--- src/shared/ccs_pkg.sv ---
// How it works
// RULE1 - high mode select: shared pin is external clock
// RULE2 - sixteen master clock ticks per channel
// RULE3 - host supplies external clock only when selected; ccs_host drives a pclk/2 toggle on the pin otherwise in software mode
// RULE4 - external clock duty no worse than 60/40
// RULE5 - software mode: low internal, high external clock
// RULE6 - low mode select: pins are channel selects
// RULE7 - hardware select high includes, low excludes
// RULE8 - hardware selects captured at start rising edge
// RULE9 - hardware mode always runs internal clock
// RULE10 - software mode: register selects, either clock
// RULE11 - software mode ignores hardware select pins
// RULE12 - standby input low enters power saving
// RULE13 - start edge holds, converts, latches selection
// RULE14 - write strobe rise loads select from data
// RULE15 - register bit 0 is channel 1, bit 3 channel 4
// RULE16 - ascending order, skip unselected, end after last
package ccs_pkg;
    // register byte addresses
    localparam logic [11:0] ADDR_CHAN_SEL = 12'h000;
    localparam logic [11:0] ADDR_STATUS = 12'h004;
    // reset values
    localparam logic [3:0] CHAN_SEL_RST = 4'h0;
    localparam logic [31:0] RDATA_ZERO = 32'h0000_0000;
    // status field positions
    localparam int ST_BUSY_BIT = 0;
    localparam int ST_LOWPWR_BIT = 1;
    localparam int ST_MODE_BIT = 2;
    localparam int ST_EXT_BIT = 3;
    localparam int ST_CHAN_LSB = 4;
    localparam int ST_SEQ_LSB = 8;
    // timing
    localparam int CLK_PERIOD_NS = 50;
    localparam logic [3:0] CONV_LAST_TICK = 4'hF; // sixteen ticks, 0..15
    localparam logic [7:0] INT_DIV_DEFAULT = 8'h02;

    // conversion state, gray along idle -> convert
    typedef enum logic [0:0] {
        CCS_IDLE = 1'b0,
        CCS_CONV = 1'b1
    } ccs_state_t;

    // configuration and control pins from the host
    typedef struct packed {
        logic hw_sw_select;       // low hardware, high software control
        logic clk_in_chan1;       // external clock or hw_chan1_select
        logic clk_src_chan2;      // clock source or hw_chan2_select
        logic hw_chan3_select;
        logic hw_chan4_select;
        logic conversion_start;
        logic low_power_request_n;
        logic chip_select_n;
        logic read_n;
        logic write_n;
        logic [3:0] data_line;    // data_line_0 .. data_line_3
    } ccs_pins_t;

    // sequencer outputs
    typedef struct packed {
        logic busy;
        logic track_hold_hold;
        logic eoc_n;
        logic [1:0] channel;
        logic standby;
        logic ext_clock_used;
    } ccs_status_t;
endpackage : ccs_pkg

--- src/ccs_top.sv ---
// Design decisions made here: the address map and register access over APB.
`timescale 1ns/10ps
module ccs_top #(
    parameter logic [7:0] INT_DIV = ccs_pkg::INT_DIV_DEFAULT
) (
    // clock and reset
    input wire logic pclk,
    input wire logic presetn,
    input wire logic ce,
    // apb slave
    input wire logic psel,
    input wire logic penable,
    input wire logic pwrite,
    input wire logic [11:0] paddr,
    input wire logic [31:0] pwdata,
    output logic [31:0] prdata,
    output logic pready,
    output logic pslverr,
    // device pins
    input wire ccs_pkg::ccs_pins_t pins,
    // sequencer status
    output ccs_pkg::ccs_status_t status
);
    import ccs_pkg::*;

    ccs_pins_t sync1_ff;
    ccs_pins_t sync2_ff;
    ccs_pins_t prev_ff;
    ccs_state_t state_ff;
    logic [1:0] chan_ff;
    logic [3:0] seq_ff;
    logic [3:0] tick_cnt_ff;
    logic [7:0] div_ff;
    logic ext_src_ff;
    logic eoc_ff;
    logic [3:0] chan_sel_ff;
    logic [31:0] prdata_ff;
    logic pslverr_ff;

    logic conv_rise;
    logic pin_write;
    logic ext_rise;
    logic int_tick;
    logic tick;
    logic sw_mode;
    logic awake;
    logic start_go;
    logic last_tick;
    logic [3:0] hw_sel;
    logic [3:0] nxt_seq;
    logic nxt_ext;
    logic [2:0] first_hit;
    logic [2:0] next_hit;
    logic apb_access;
    logic addr_ok;

    // lowest selected channel at or above start; bit 2 flags a hit
    function automatic logic [2:0] first_from(input logic [3:0] sel, input logic [2:0] start);
        logic [2:0] res;
        res = 3'b000;
        for (int i = 3; i >= 0; i--) begin
            if (sel[i] && (3'(i) >= start)) begin
                res = {1'b1, 2'(i)};
            end
        end
        return res;
    endfunction : first_from

    // two flops on every pin; only the second stage is looked at
    always_ff @(posedge pclk or negedge presetn) begin
        if (!presetn) begin
            sync1_ff <= '0;
            sync2_ff <= '0;
        end else if (ce) begin
            sync1_ff <= pins;
            sync2_ff <= sync1_ff;
        end
    end

    // previous synced level for edge detection
    always_ff @(posedge pclk or negedge presetn) begin
        if (!presetn) begin
            prev_ff <= '0;
        end else if (ce) begin
            prev_ff <= sync2_ff;
        end
    end

    assign sw_mode = sync2_ff.hw_sw_select;
    assign awake = sync2_ff.low_power_request_n; // RULE12
    assign conv_rise = ce && sync2_ff.conversion_start && !prev_ff.conversion_start;
    // external clock is sampled, so it must run below half of pclk
    assign ext_rise = ce && sync2_ff.clk_in_chan1 && !prev_ff.clk_in_chan1; // RULE1
    assign pin_write = ce && sync2_ff.write_n && !prev_ff.write_n
        && !sync2_ff.chip_select_n && sync2_ff.read_n; // RULE14

    // shared pins act as channel selects only in hardware mode
    assign hw_sel = {sync2_ff.hw_chan4_select, sync2_ff.hw_chan3_select,
        sync2_ff.clk_src_chan2, sync2_ff.clk_in_chan1}; // RULE6 RULE7 RULE15
    // software mode reads the register and ignores the select pins
    assign nxt_seq = sw_mode ? chan_sel_ff : hw_sel; // RULE10 RULE11 RULE8
    // hardware mode forces the internal clock
    assign nxt_ext = sw_mode && sync2_ff.clk_src_chan2; // RULE5 RULE9

    assign first_hit = first_from(nxt_seq, 3'b000); // RULE16
    assign next_hit = first_from(seq_ff, 3'({1'b0, chan_ff} + 3'b001)); // RULE16
    // a start while busy or in standby is dropped
    assign start_go = conv_rise && (state_ff == CCS_IDLE) && awake; // RULE13
    assign tick = ce && (ext_src_ff ? ext_rise : int_tick);
    assign last_tick = tick && (tick_cnt_ff == CONV_LAST_TICK); // RULE2

    // internal master clock divider, kept quiet outside conversions
    always_ff @(posedge pclk or negedge presetn) begin
        if (!presetn) begin
            div_ff <= 8'h00;
        end else if (ce) begin
            if (state_ff == CCS_IDLE || div_ff == INT_DIV - 8'h01) begin
                div_ff <= 8'h00;
            end else begin
                div_ff <= div_ff + 8'h01;
            end
        end
    end
    assign int_tick = (state_ff == CCS_CONV) && (div_ff == INT_DIV - 8'h01);

    // sequencer state, channel and latched selection
    always_ff @(posedge pclk or negedge presetn) begin
        if (!presetn) begin
            state_ff <= CCS_IDLE;
            chan_ff <= 2'b00;
            seq_ff <= 4'h0;
            ext_src_ff <= 1'b0;
        end else if (ce) begin
            if (!awake) begin
                state_ff <= CCS_IDLE; // RULE12
            end else if (start_go) begin
                seq_ff <= nxt_seq; // RULE8 RULE13
                ext_src_ff <= nxt_ext; // RULE5 RULE9
                chan_ff <= first_hit[1:0];
                state_ff <= first_hit[2] ? CCS_CONV : CCS_IDLE;
            end else if (state_ff == CCS_CONV && last_tick) begin
                chan_ff <= next_hit[1:0]; // RULE16
                state_ff <= next_hit[2] ? CCS_CONV : CCS_IDLE; // RULE16
            end
        end
    end

    // tick counter within one channel conversion
    always_ff @(posedge pclk or negedge presetn) begin
        if (!presetn) begin
            tick_cnt_ff <= 4'h0;
        end else if (ce) begin
            if (state_ff == CCS_IDLE || !awake) begin
                tick_cnt_ff <= 4'h0;
            end else if (tick) begin
                tick_cnt_ff <= tick_cnt_ff + 4'h1; // RULE2 wraps after sixteen
            end
        end
    end

    // end of conversion pulse, one pclk per channel
    always_ff @(posedge pclk or negedge presetn) begin
        if (!presetn) begin
            eoc_ff <= 1'b0;
        end else if (ce) begin
            eoc_ff <= (state_ff == CCS_CONV) && last_tick && awake; // RULE2
        end
    end

    // channel select register: pin strobe wins over a same-cycle apb write
    assign apb_access = ce && psel && penable;
    assign addr_ok = (paddr == ADDR_CHAN_SEL) || (paddr == ADDR_STATUS);
    always_ff @(posedge pclk or negedge presetn) begin
        if (!presetn) begin
            chan_sel_ff <= CHAN_SEL_RST;
        end else if (pin_write) begin
            chan_sel_ff <= sync2_ff.data_line; // RULE14 RULE15
        end else if (apb_access && pwrite && paddr == ADDR_CHAN_SEL) begin
            chan_sel_ff <= pwdata[3:0]; // RULE15
        end
    end

    // apb read data and error, registered in the setup cycle
    always_ff @(posedge pclk or negedge presetn) begin
        if (!presetn) begin
            prdata_ff <= RDATA_ZERO;
            pslverr_ff <= 1'b0;
        end else if (ce) begin
            prdata_ff <= RDATA_ZERO;
            pslverr_ff <= 1'b0;
            if (psel && !penable) begin
                pslverr_ff <= !addr_ok;
                if (!pwrite && paddr == ADDR_CHAN_SEL) begin
                    prdata_ff[3:0] <= chan_sel_ff;
                end else if (!pwrite && paddr == ADDR_STATUS) begin
                    prdata_ff[ST_BUSY_BIT] <= (state_ff == CCS_CONV);
                    prdata_ff[ST_LOWPWR_BIT] <= !awake;
                    prdata_ff[ST_MODE_BIT] <= sw_mode;
                    prdata_ff[ST_EXT_BIT] <= ext_src_ff;
                    prdata_ff[ST_CHAN_LSB +: 2] <= chan_ff;
                    prdata_ff[ST_SEQ_LSB +: 4] <= seq_ff;
                end
            end
        end
    end
    // setup cycle prepares data, so an access answers at once whenever ce is high
    assign pready = ce;
    assign prdata = prdata_ff;
    assign pslverr = pslverr_ff && penable;

    // sequencer outputs
    assign status.busy = (state_ff == CCS_CONV);
    assign status.track_hold_hold = (state_ff == CCS_CONV); // RULE13
    assign status.eoc_n = !eoc_ff;
    assign status.channel = chan_ff;
    assign status.standby = !awake; // RULE12
    assign status.ext_clock_used = ext_src_ff;
endmodule : ccs_top

--- config.mk ---
export PLATFORM = sky130hd
export DESIGN_NAME = ccs_top
export DESIGN_NICKNAME = d
export VERILOG_FILES = /design/src/shared/ccs_pkg.sv /design/src/ccs_top.sv
export SDC_FILE = /design/constraint.sdc
export NUM_CORES = 1
export LEC_CHECK = 0
export BUFFER_PORTS_ARGS = -buffer_cell sky130_fd_sc_hd__buf_2
export CAP_MARGIN = 20
export CORE_ASPECT_RATIO = 0.8
export CORE_MARGIN = 3
export CORE_UTILIZATION = 40
export DETAILED_ROUTE_END_ITERATION = 6
export GPL_ROUTABILITY_DRIVEN = 1
export PLACE_DENSITY = 0.75
export SYNTH_ARGS = -nofsm -noshare
export SYNTH_HDL_FRONTEND = slang
export SYNTH_SLANG_ARGS = --single-unit
--- constraint.sdc ---
create_clock -name pclk -period 4.61 [get_ports pclk]
set_clock_uncertainty 0.15 [all_clocks]
set_input_delay 0.922 -clock pclk [delete_from_list [all_inputs] [get_ports pclk]]
set_output_delay 0.922 -clock pclk [all_outputs]
set_load 0.005 [all_outputs]
---- Word level (Yosys, flattened, before mapping) ----
Index checks and enable logic that the tools add are counted.
storage, ports and cells
  bits in registers ....................... 67
  word-level logic and storage cells ...... 125
  bits of input ports ..................... 64
  output and inout port bits .............. 41
cells by class
  $lt $le $gt $ge ......................... 4
  muxes and demuxes ....................... 30
  equal/unequal tests ..................... 4
  bitwise logic cells ..................... 1
  reduce and logical (&&, ||, !) cells .... 48
  $add $sub $neg .......................... 3
operator list
  cell                   count
  $mux W4                9
  $logic_and A1 B1 Y1    28
  $mux W3                8
  $eq A12 B3 Y1 const B  1
  $logic_not A12 Y1      1
  $mux W6                2
  $logic_not A1 Y1       9
  $add A8 B1 Y8 const B  1
  $eq A8 B1 Y1 const B   1
  $mux W8                1
  $mux W1                7
  $ge A1 B3 Y1 const A   2
  $ge A2 B3 Y1 const A   2
  $mux W2                3
  $reduce_and A3 Y1      2
  $reduce_bool A2 Y1     3
  $add A4 B1 Y4 const B  1
  $eq A4 B4 Y1 const B   1
  $reduce_and A2 Y1      2
  $add A2 B1 Y3 const B  1
  $logic_or A1 B1 Y1     3
  $ne A3 B1 Y1 const B   1
  $not A1 Y1             1

---- Logic depth before layout (Yosys ltp) ----
Gate-level depths: netlist of run 1.
  depth in word-level cells ............... 11
  depth in mapped cells ................... 7
  gate-level depth less buffers ........... 7

---- Worst setup path after synthesis of run 1 ----
Ideal clock, no wire load.
  path type ............................... input to register
  from .................................... input paddr[9]
  to ...................................... register chan_sel_ff[0]
  stages .................................. 5
  path buffers ............................ 0
  arrival ................................. 2.437 ns
  slack ................................... 1.898 ns
  library setup time ...................... 0.125 ns
  required time ........................... 4.335 ns
  cell sequence ........................... or4_4 > nor2_4 > nand2_2 > o41ai_4 > mux2_2
on the way
  word-level cells in the longest chain between the ends .. 3
ends and longest elaborated chain
  item                                 RTL line        source
  start, declared                      ccs_top.sv:14   input wire logic [11:0] paddr,
  $logic_not A12 Y1                    ccs_top.sv:178  end else if (apb_access && pwrite && paddr == ADDR_CHAN_SEL) begin
  $logic_and A1 B1 Y1                  ccs_top.sv:178
  $reduce_bool A2 Y1 (no source line)  -
  end signal, assigned                 ccs_top.sv:177  chan_sel_ff <= sync2_ff.data_line;
  end signal, assigned                 ccs_top.sv:179  chan_sel_ff <= pwdata[3:0];
  end, declared                        ccs_top.sv:36   logic [3:0] chan_sel_ff;
Every way passes these cells.
A chain may end at the register's enable or synchronous reset.

---- Final worst setup path of run 1 ----
  from .................................... input ce
  to ...................................... output pready
RTL lines
  item             RTL line       source
  start, declared  ccs_top.sv:9   input wire logic ce,
  end, declared    ccs_top.sv:17  output logic pready,
No word-level cell between the ends.

==> results of run 1 <==
-- metrics by stage --
step	utilization [%]	total power (µW)	area [µm²]	setup slack, ps	instances
2_1_floorplan	-	959	3340	1900	308
3_3_place_gp	46.3	1030	3530	1670	436
3_5_place_dp	46.3	1050	3530	1620	436
4_1_cts	48.6	1490	3710	1700	451
5_1_grt	48.6	1570	3710	1630	451
6_report	48.6	1470	3710	1710	451
-- cell type report --
class | count | area (µm²)
Multi-Input combinational cell | 194 | 1390
Sequential cell | 67 | 1680
Timing Repair Buffer | 57 | 293
Fill cell | 712 | 3920
Tap cell | 105 | 131
Inverter | 13 | 48.8
Clock inverter | 2 | 10.0
Clock buffer | 13 | 169
-- worst max path at each step --
| stage | startpoint | endpoint | slack, ps | depth (start not counted) |
|---|---|---|---|---|
| floorplan | paddr[9] | chan_sel_ff[0] | 1900 | 5 |
| global placement | ce | chan_ff[0] | 1670 | 6 |
| detailed placement | ce | chan_ff[0] | 1620 | 6 |
| CTS | ce | pready | 1700 | 3 |
| global route | ce | pready | 1630 | 3 |
| finish | ce | pready | 1710 | 3 |
-- worst max-delay path: stages --
cell and delay, ps:
buf_2 240, buf_4 460, buf_2 200
-- state kept, by name, summed over array words and instances, names as in the netlist --
| register | cells |
|---|---|
| sync2_ff | 8 |
| prev_ff | 3 |
| chan_ff | 2 |
| pslverr_ff | 1 |
| awake | 1 |
| eoc_ff | 1 |
| seq_ff | 4 |
| div_ff | 8 |
| ext_src_ff | 1 |
| sync1_ff | 14 |
| chan_sel_ff | 4 |
| state_ff | 1 |
| sw_mode | 1 |
| tick_cnt_ff | 4 |
| prdata | 10 |
| hw_sel | 4 |
-- cell usage in the layout, fill, tap and decap left out, types with 2 or more instances in the layout --
| cell type | synthesis | routed |
|---|---|---|
| ha_1 | 3 | 3 |
| or4_4 | 2 | 2 |
| a31oi_1 | 2 | 2 |
| o21ai_0 | 18 | 18 |
| and2_1 | 2 | 2 |
| xor2_1 | 2 | 2 |
| mux2_2 | 37 | 37 |
| inv_1 | 13 | 13 |
| conb_1 | 1 | 22 |
| nand2_1 | 14 | 14 |
| nor2_1 | 15 | 15 |
| a22o_1 | 6 | 6 |
| buf_2 | 0 | 54 |
| nand3_1 | 7 | 7 |
| xnor2_1 | 2 | 2 |
| nor3_1 | 6 | 6 |
| a221o_1 | 3 | 3 |
| dfrtp_1 | 67 | 67 |
| nand4_1 | 3 | 3 |
| nor2b_1 | 7 | 7 |
| mux2i_1 | 3 | 3 |
| a21oi_1 | 10 | 10 |
| nand2b_1 | 5 | 5 |
| buf_4 | 26 | 3 |
| nor4b_2 | 2 | 2 |
| clkinv_2 | 0 | 2 |
| clkbuf_8 | 0 | 12 |
| o2bb2ai_1 | 2 | 2 |
| nor4_1 | 2 | 2 |
-- logic make-up (layout without fill, tap and decap cells) --
logic type,after synthesis,count (layout)
xor gates and xnor gates,4,4
other,1,22
adders and majority gates,3,3
AOI/OAI and AO/OA,55,55
and+or+nand+nor,70,70
buffers and inverters,47,85
DFF,67,67
muxes,40,40
-- where the power goes --
part / internal (µW) / total, µW / leakage [µW] / switching, µW
sequential: 675 / 772 / 0.000845 / 96.5
combinational: 133 / 260 / 0.000796 / 127
clock: 235 / 441 / 0.0000953 / 206
total: 1040 / 1470 / 0.00174 / 429
-- per-layer routing --
metal	wire length (µm)	up-vias	track usage [%]
met4	59	0	3.72
met1	2830	1094	20.0
li1	-	1081	-
met2	3190	64	24.7
met3	316	6	4.99
met5	0	-	0
==> impl_metrics.ini, run 1 <==
[grt]
antenna_found_initial = 0
grt_pass1_vias = 2261
gr-total-overflow = 0
grt_start_max_net_pins = 42
grt_pass1_wl_um = 11200
grt_usage_pct = 15.2

[status]
status = completed

[logic_synthesis]
synthArstFlopShare_pct = 100
synth_top_area_share_pct = 51.5
synth_area_leaders = dfrtp_1 (51%), mux2_2 (13%), buf_4 (6.0%), o21ai_0 (2.8%), nor2_1 (1.7%)
synth_cell_types = 47
synthFlopType = dfrtp_1
yosysMostFrequentCell = dfrtp_1
ys_seq_area_share_pct = 51.5
synth_top_family_by_area = multiplexers
muxShareOfSynthArea_pct = 13.7
yosys.area_share.simple_pct = 11.9
yosys.area.top_type = dfrtp_1
syn_area_per_cell_um2 = 11.3
synth_compound_area_share_pct = 12.1
synth_common_cells = dfrtp_1 (67), mux2_2 (37), buf_4 (26)
synthesis.area_um2 = 3260
synth_enable_flop_cells = 0
synth_warnings = 0
synth_xor_xnor_area_share_pct = 1.08
synthAdderAreaFrac_pct = 1.15
yosys_register_bits = 67
syn_inst = 287

[routing]
num_vias = 2245
drc_errors = 0
first_pass_iters = 4
wl_um = 6390
wire_per_inst_um = 14.2
vias_per_cell = 4.98
drt-initial-drc-count = 129
ant_nets = 0

[clock_network]
cts.path.max_buffers = 2
cts_setup_buffers = 0
clock-root-buffer = clkbuf_8
clock_latency_ps = 330
cts.sinks = 67
postCtsHoldBufs = 0
cts.clk_slew.worst_paths_ps = 60
htree_levels = 3
cts_tree = done
cts-resized-gates = 0
numCtsBuffers = 9

[floorplanning]
num_rows = 28
core_area_um2 = 7640
die_w_um = 107
num_io_pins = 105
die_height_um = 86.7
initial_utilization_pct = 42.6
die_area_um2 = 9270

[place]
place_hpwl_um = 4710
port_buffers = 54
globalplace.congestion = 0.797

[timing]
setup_tns_ps = 0
finalCritPeriodShare_pct = 63.0
slew_violations = 0
rsz0062_at_grt = false
max_slew.worst_pin.slew_ps = 820
relSlewSlack_pct = 45.3
setup_viol = 0
hold_ws_ps = 344
final_hold_viol_count = 0
max_freq_mhz = 344
layout_min_cycle_time_ps = 2900

[layout]
syn2layout_area_growth_pct = 14.0
drive_gt1_share_pct = 34.4
diodes = 0
nets = 409

[worst_setup_path]
crit_fanout = 41
start_kind = primary input
r2r_end = chan_ff[0]
r2r-start = div_ff[1]
path_class = in2out
r2r_slack_ps = 2300
rr_worst_depth = 7
required_ps = 3540
end_kind = primary output
cp.arrival_ps = 1830

[worst_hold_path]
min_from = eoc_ff
min_to = eoc_ff
hold_class = reg2reg
hold_depth = 1

[pwr]
vdd.ir_drop.worst_mv = 0.203
p_leak_uw = 0.00174
powerDensity_nw_per_um2 = 397

[run]
drv_cap = 0
No activity file was read; power rests on OpenSTA's default activity.
==> run 2: changes to the inputs <==
--- a/config.mk
+++ b/config.mk
@@ -5,6 +5,7 @@
 export SDC_FILE = /design/constraint.sdc
 export NUM_CORES = 1
 export LEC_CHECK = 0
+export ABC_AREA = 1
 export BUFFER_PORTS_ARGS = -buffer_cell sky130_fd_sc_hd__buf_2
 export CAP_MARGIN = 20
 export CORE_ASPECT_RATIO = 0.8
==> constraint.sdc (replaced) <==
create_clock -name pclk -period 2.75 [get_ports pclk]
set_clock_uncertainty 0.15 [all_clocks]
set_input_delay 0.55 -clock pclk [delete_from_list [all_inputs] [get_ports pclk]]
set_output_delay 0.55 -clock pclk [all_outputs]
set_load 0.005 [all_outputs]
==> impl_metrics.ini, run 2 <==
[status]
status = completed

[logic_synthesis]
syn_area_per_cell_um2 = 7.93
synth_area_leaders = dfrtp_1 (49%), nand2_1 (17%), buf_4 (5.7%), inv_1 (4.0%), nand3_1 (3.8%)
synth_top_area_share_pct = 49.1
synth_cell_types = 33
ys_seq_area_share_pct = 49.1
synth_warnings = 0
synth_enable_flop_cells = 0
yosysMostFrequentCell = nand2_1
yosys_register_bits = 67
syn_inst = 431
synthesis.area_um2 = 3420
synthFlopType = dfrtp_1
synthArstFlopShare_pct = 100
yosys.area.top_type = dfrtp_1
synth_common_cells = nand2_1 (159), dfrtp_1 (67), inv_1 (36)

[timing]
setup_viol = 0
slew_violations = 0
max_freq_mhz = 556
final_hold_viol_count = 0
layout_min_cycle_time_ps = 1800
relSlewSlack_pct = 53.3
finalCritPeriodShare_pct = 65.4
rsz0062_at_grt = false
max_slew.worst_pin.slew_ps = 701
setup_tns_ps = 0

[floorplanning]
die_area_um2 = 9690
num_io_pins = 105
die_w_um = 109
num_rows = 29
initial_utilization_pct = 42.0
core_area_um2 = 8130
die_height_um = 88.7

[routing]
wl_um = 6950
first_pass_iters = 4
wire_per_inst_um = 11.6
drc_errors = 0
ant_nets = 0
num_vias = 2731
vias_per_cell = 4.57
drt-initial-drc-count = 116

[worst_setup_path]
worst-path-stages = 1
crit_buf_inv = 1
cp_cell_sequence = buf_2
crit_fanout = 9
end_kind = primary output
cp.arrival_ps = 1100
r2r_end = tick_cnt_ff[3]
cp_slowest_stage_delay_ps = 560
path_class = reg2out
required_ps = 2050
r2r_slack_ps = 1040
cp_top_family = flip-flops
rr_worst_depth = 10
start_kind = register
r2r-start = div_ff[1]
cp_slowest_cell = dfrtp_1

[pwr]
p_leak_uw = 0.00215
clkPwrFrac_pct = 34.6
p_comb_share_pct = 17.6
pwr-share-seq_pct = 47.8
swShare_pct = 30.4
vdd.ir_drop.worst_mv = 0.275
powerDensity_nw_per_um2 = 658
p_int_uw = 1790
p_sw_uw = 782

[layout]
max_flop_register = sync1_ff
largest_reg_flops = 14
drive_gt1_share_pct = 20.4
layout_common_cells = nand2_1 (159), dfrtp_1 (67), buf_2 (54), inv_1 (36), nand3_1 (26)
nets = 551
final_core_util_pct = 48.1
final_common_cell = nand2_1
syn2layout_area_growth_pct = 14.5
diodes = 0

[grt]
gr-total-overflow = 0
grt_start_max_net_pins = 39
grt_usage_pct = 15.7
grt_pass1_vias = 2575
antenna_found_initial = 0
grt_pass1_wl_um = 11800

[clock_network]
cts_tree = done
htree_levels = 3
clock-root-buffer = clkbuf_8
cts.clk_slew.worst_paths_ps = 70
cts-resized-gates = 0
cts.path.max_buffers = 2
postCtsHoldBufs = 0
cts.sinks = 67
numCtsBuffers = 9
clock_latency_ps = 350
cts_setup_buffers = 0

[place]
globalplace.congestion = 0.803
port_buffers = 54
place_hpwl_um = 5240

[worst_hold_path]
hold_class = in2async

[run]
drv_cap = 0
-- run 2: layout make-up --
cell class / count / area (µm²)
clock buffers: 9 / 124
inverters: 43 / 163
flip-flops and latches: 67 / 1680
fillers: 806 / 4220
clock inverters: 7 / 92.6
repair buffers: 59 / 320
multi-input cells: 304 / 1400
well taps: 108 / 135
-- run 2: power groups by stage --
stage          Combinational, µW  Sequential, µW  Clock (µW)
2_1_floorplan                362            1210           0
5_1_grt                      531            1250         957
3_5_place_dp                 453            1250           0
6_report                     453            1230         890
4_1_cts                      456            1230         910
3_3_place_gp                 437            1240           0
-- run 2: worst register-to-register path, cell delays in order (launching register included) --
cell     delay, ps
dfrtp_1        400
inv_1           80
ha_1           140
inv_1           40
nor2_1         150
nand3_1        110
nand2_1        160
nand2_2        110
nand2_2        110
nand2_1         60
o21a_1         100
-- run 2: routing by layer --
layer  vias up  track usage (%)  wire length (µm)
met5         -                0                 0
met4         0             4.08                61
met3         9             5.84               466
met2        69             23.3              3090
met1      1241             21.9              3340
li1       1412                -                 -
-- run 2: cell families after synthesis --
logic type	share of synthesized area, %
simple gates	29.2
other cells	0.110
flops	49.1
buf+inv	12.3
mux	0.293
compound gates	7.98
fa+ha+maj	1.10
-- run 2: per-stage QoR --
step	total power [µW]	hold slack, ps	area (µm²)	setup WS [ps]	instances
detailed placement	1700	311	3690	678	581
CTS	2600	104	3910	944	597
global route	2730	121	3910	894	597
global placement	1670	305	3690	748	581
floorplan	1570	104	3500	1210	452
finish	2570	90.2	3910	951	597
-- run 2: worst max path at each step --
stage	end	from
finish	status[6]	state_ff
global route	state_ff	state_ff
CTS	status[1]	awake
detailed placement	div_ff[7]	ce
global placement	div_ff[7]	ce
floorplan	prdata[0]	paddr[1]
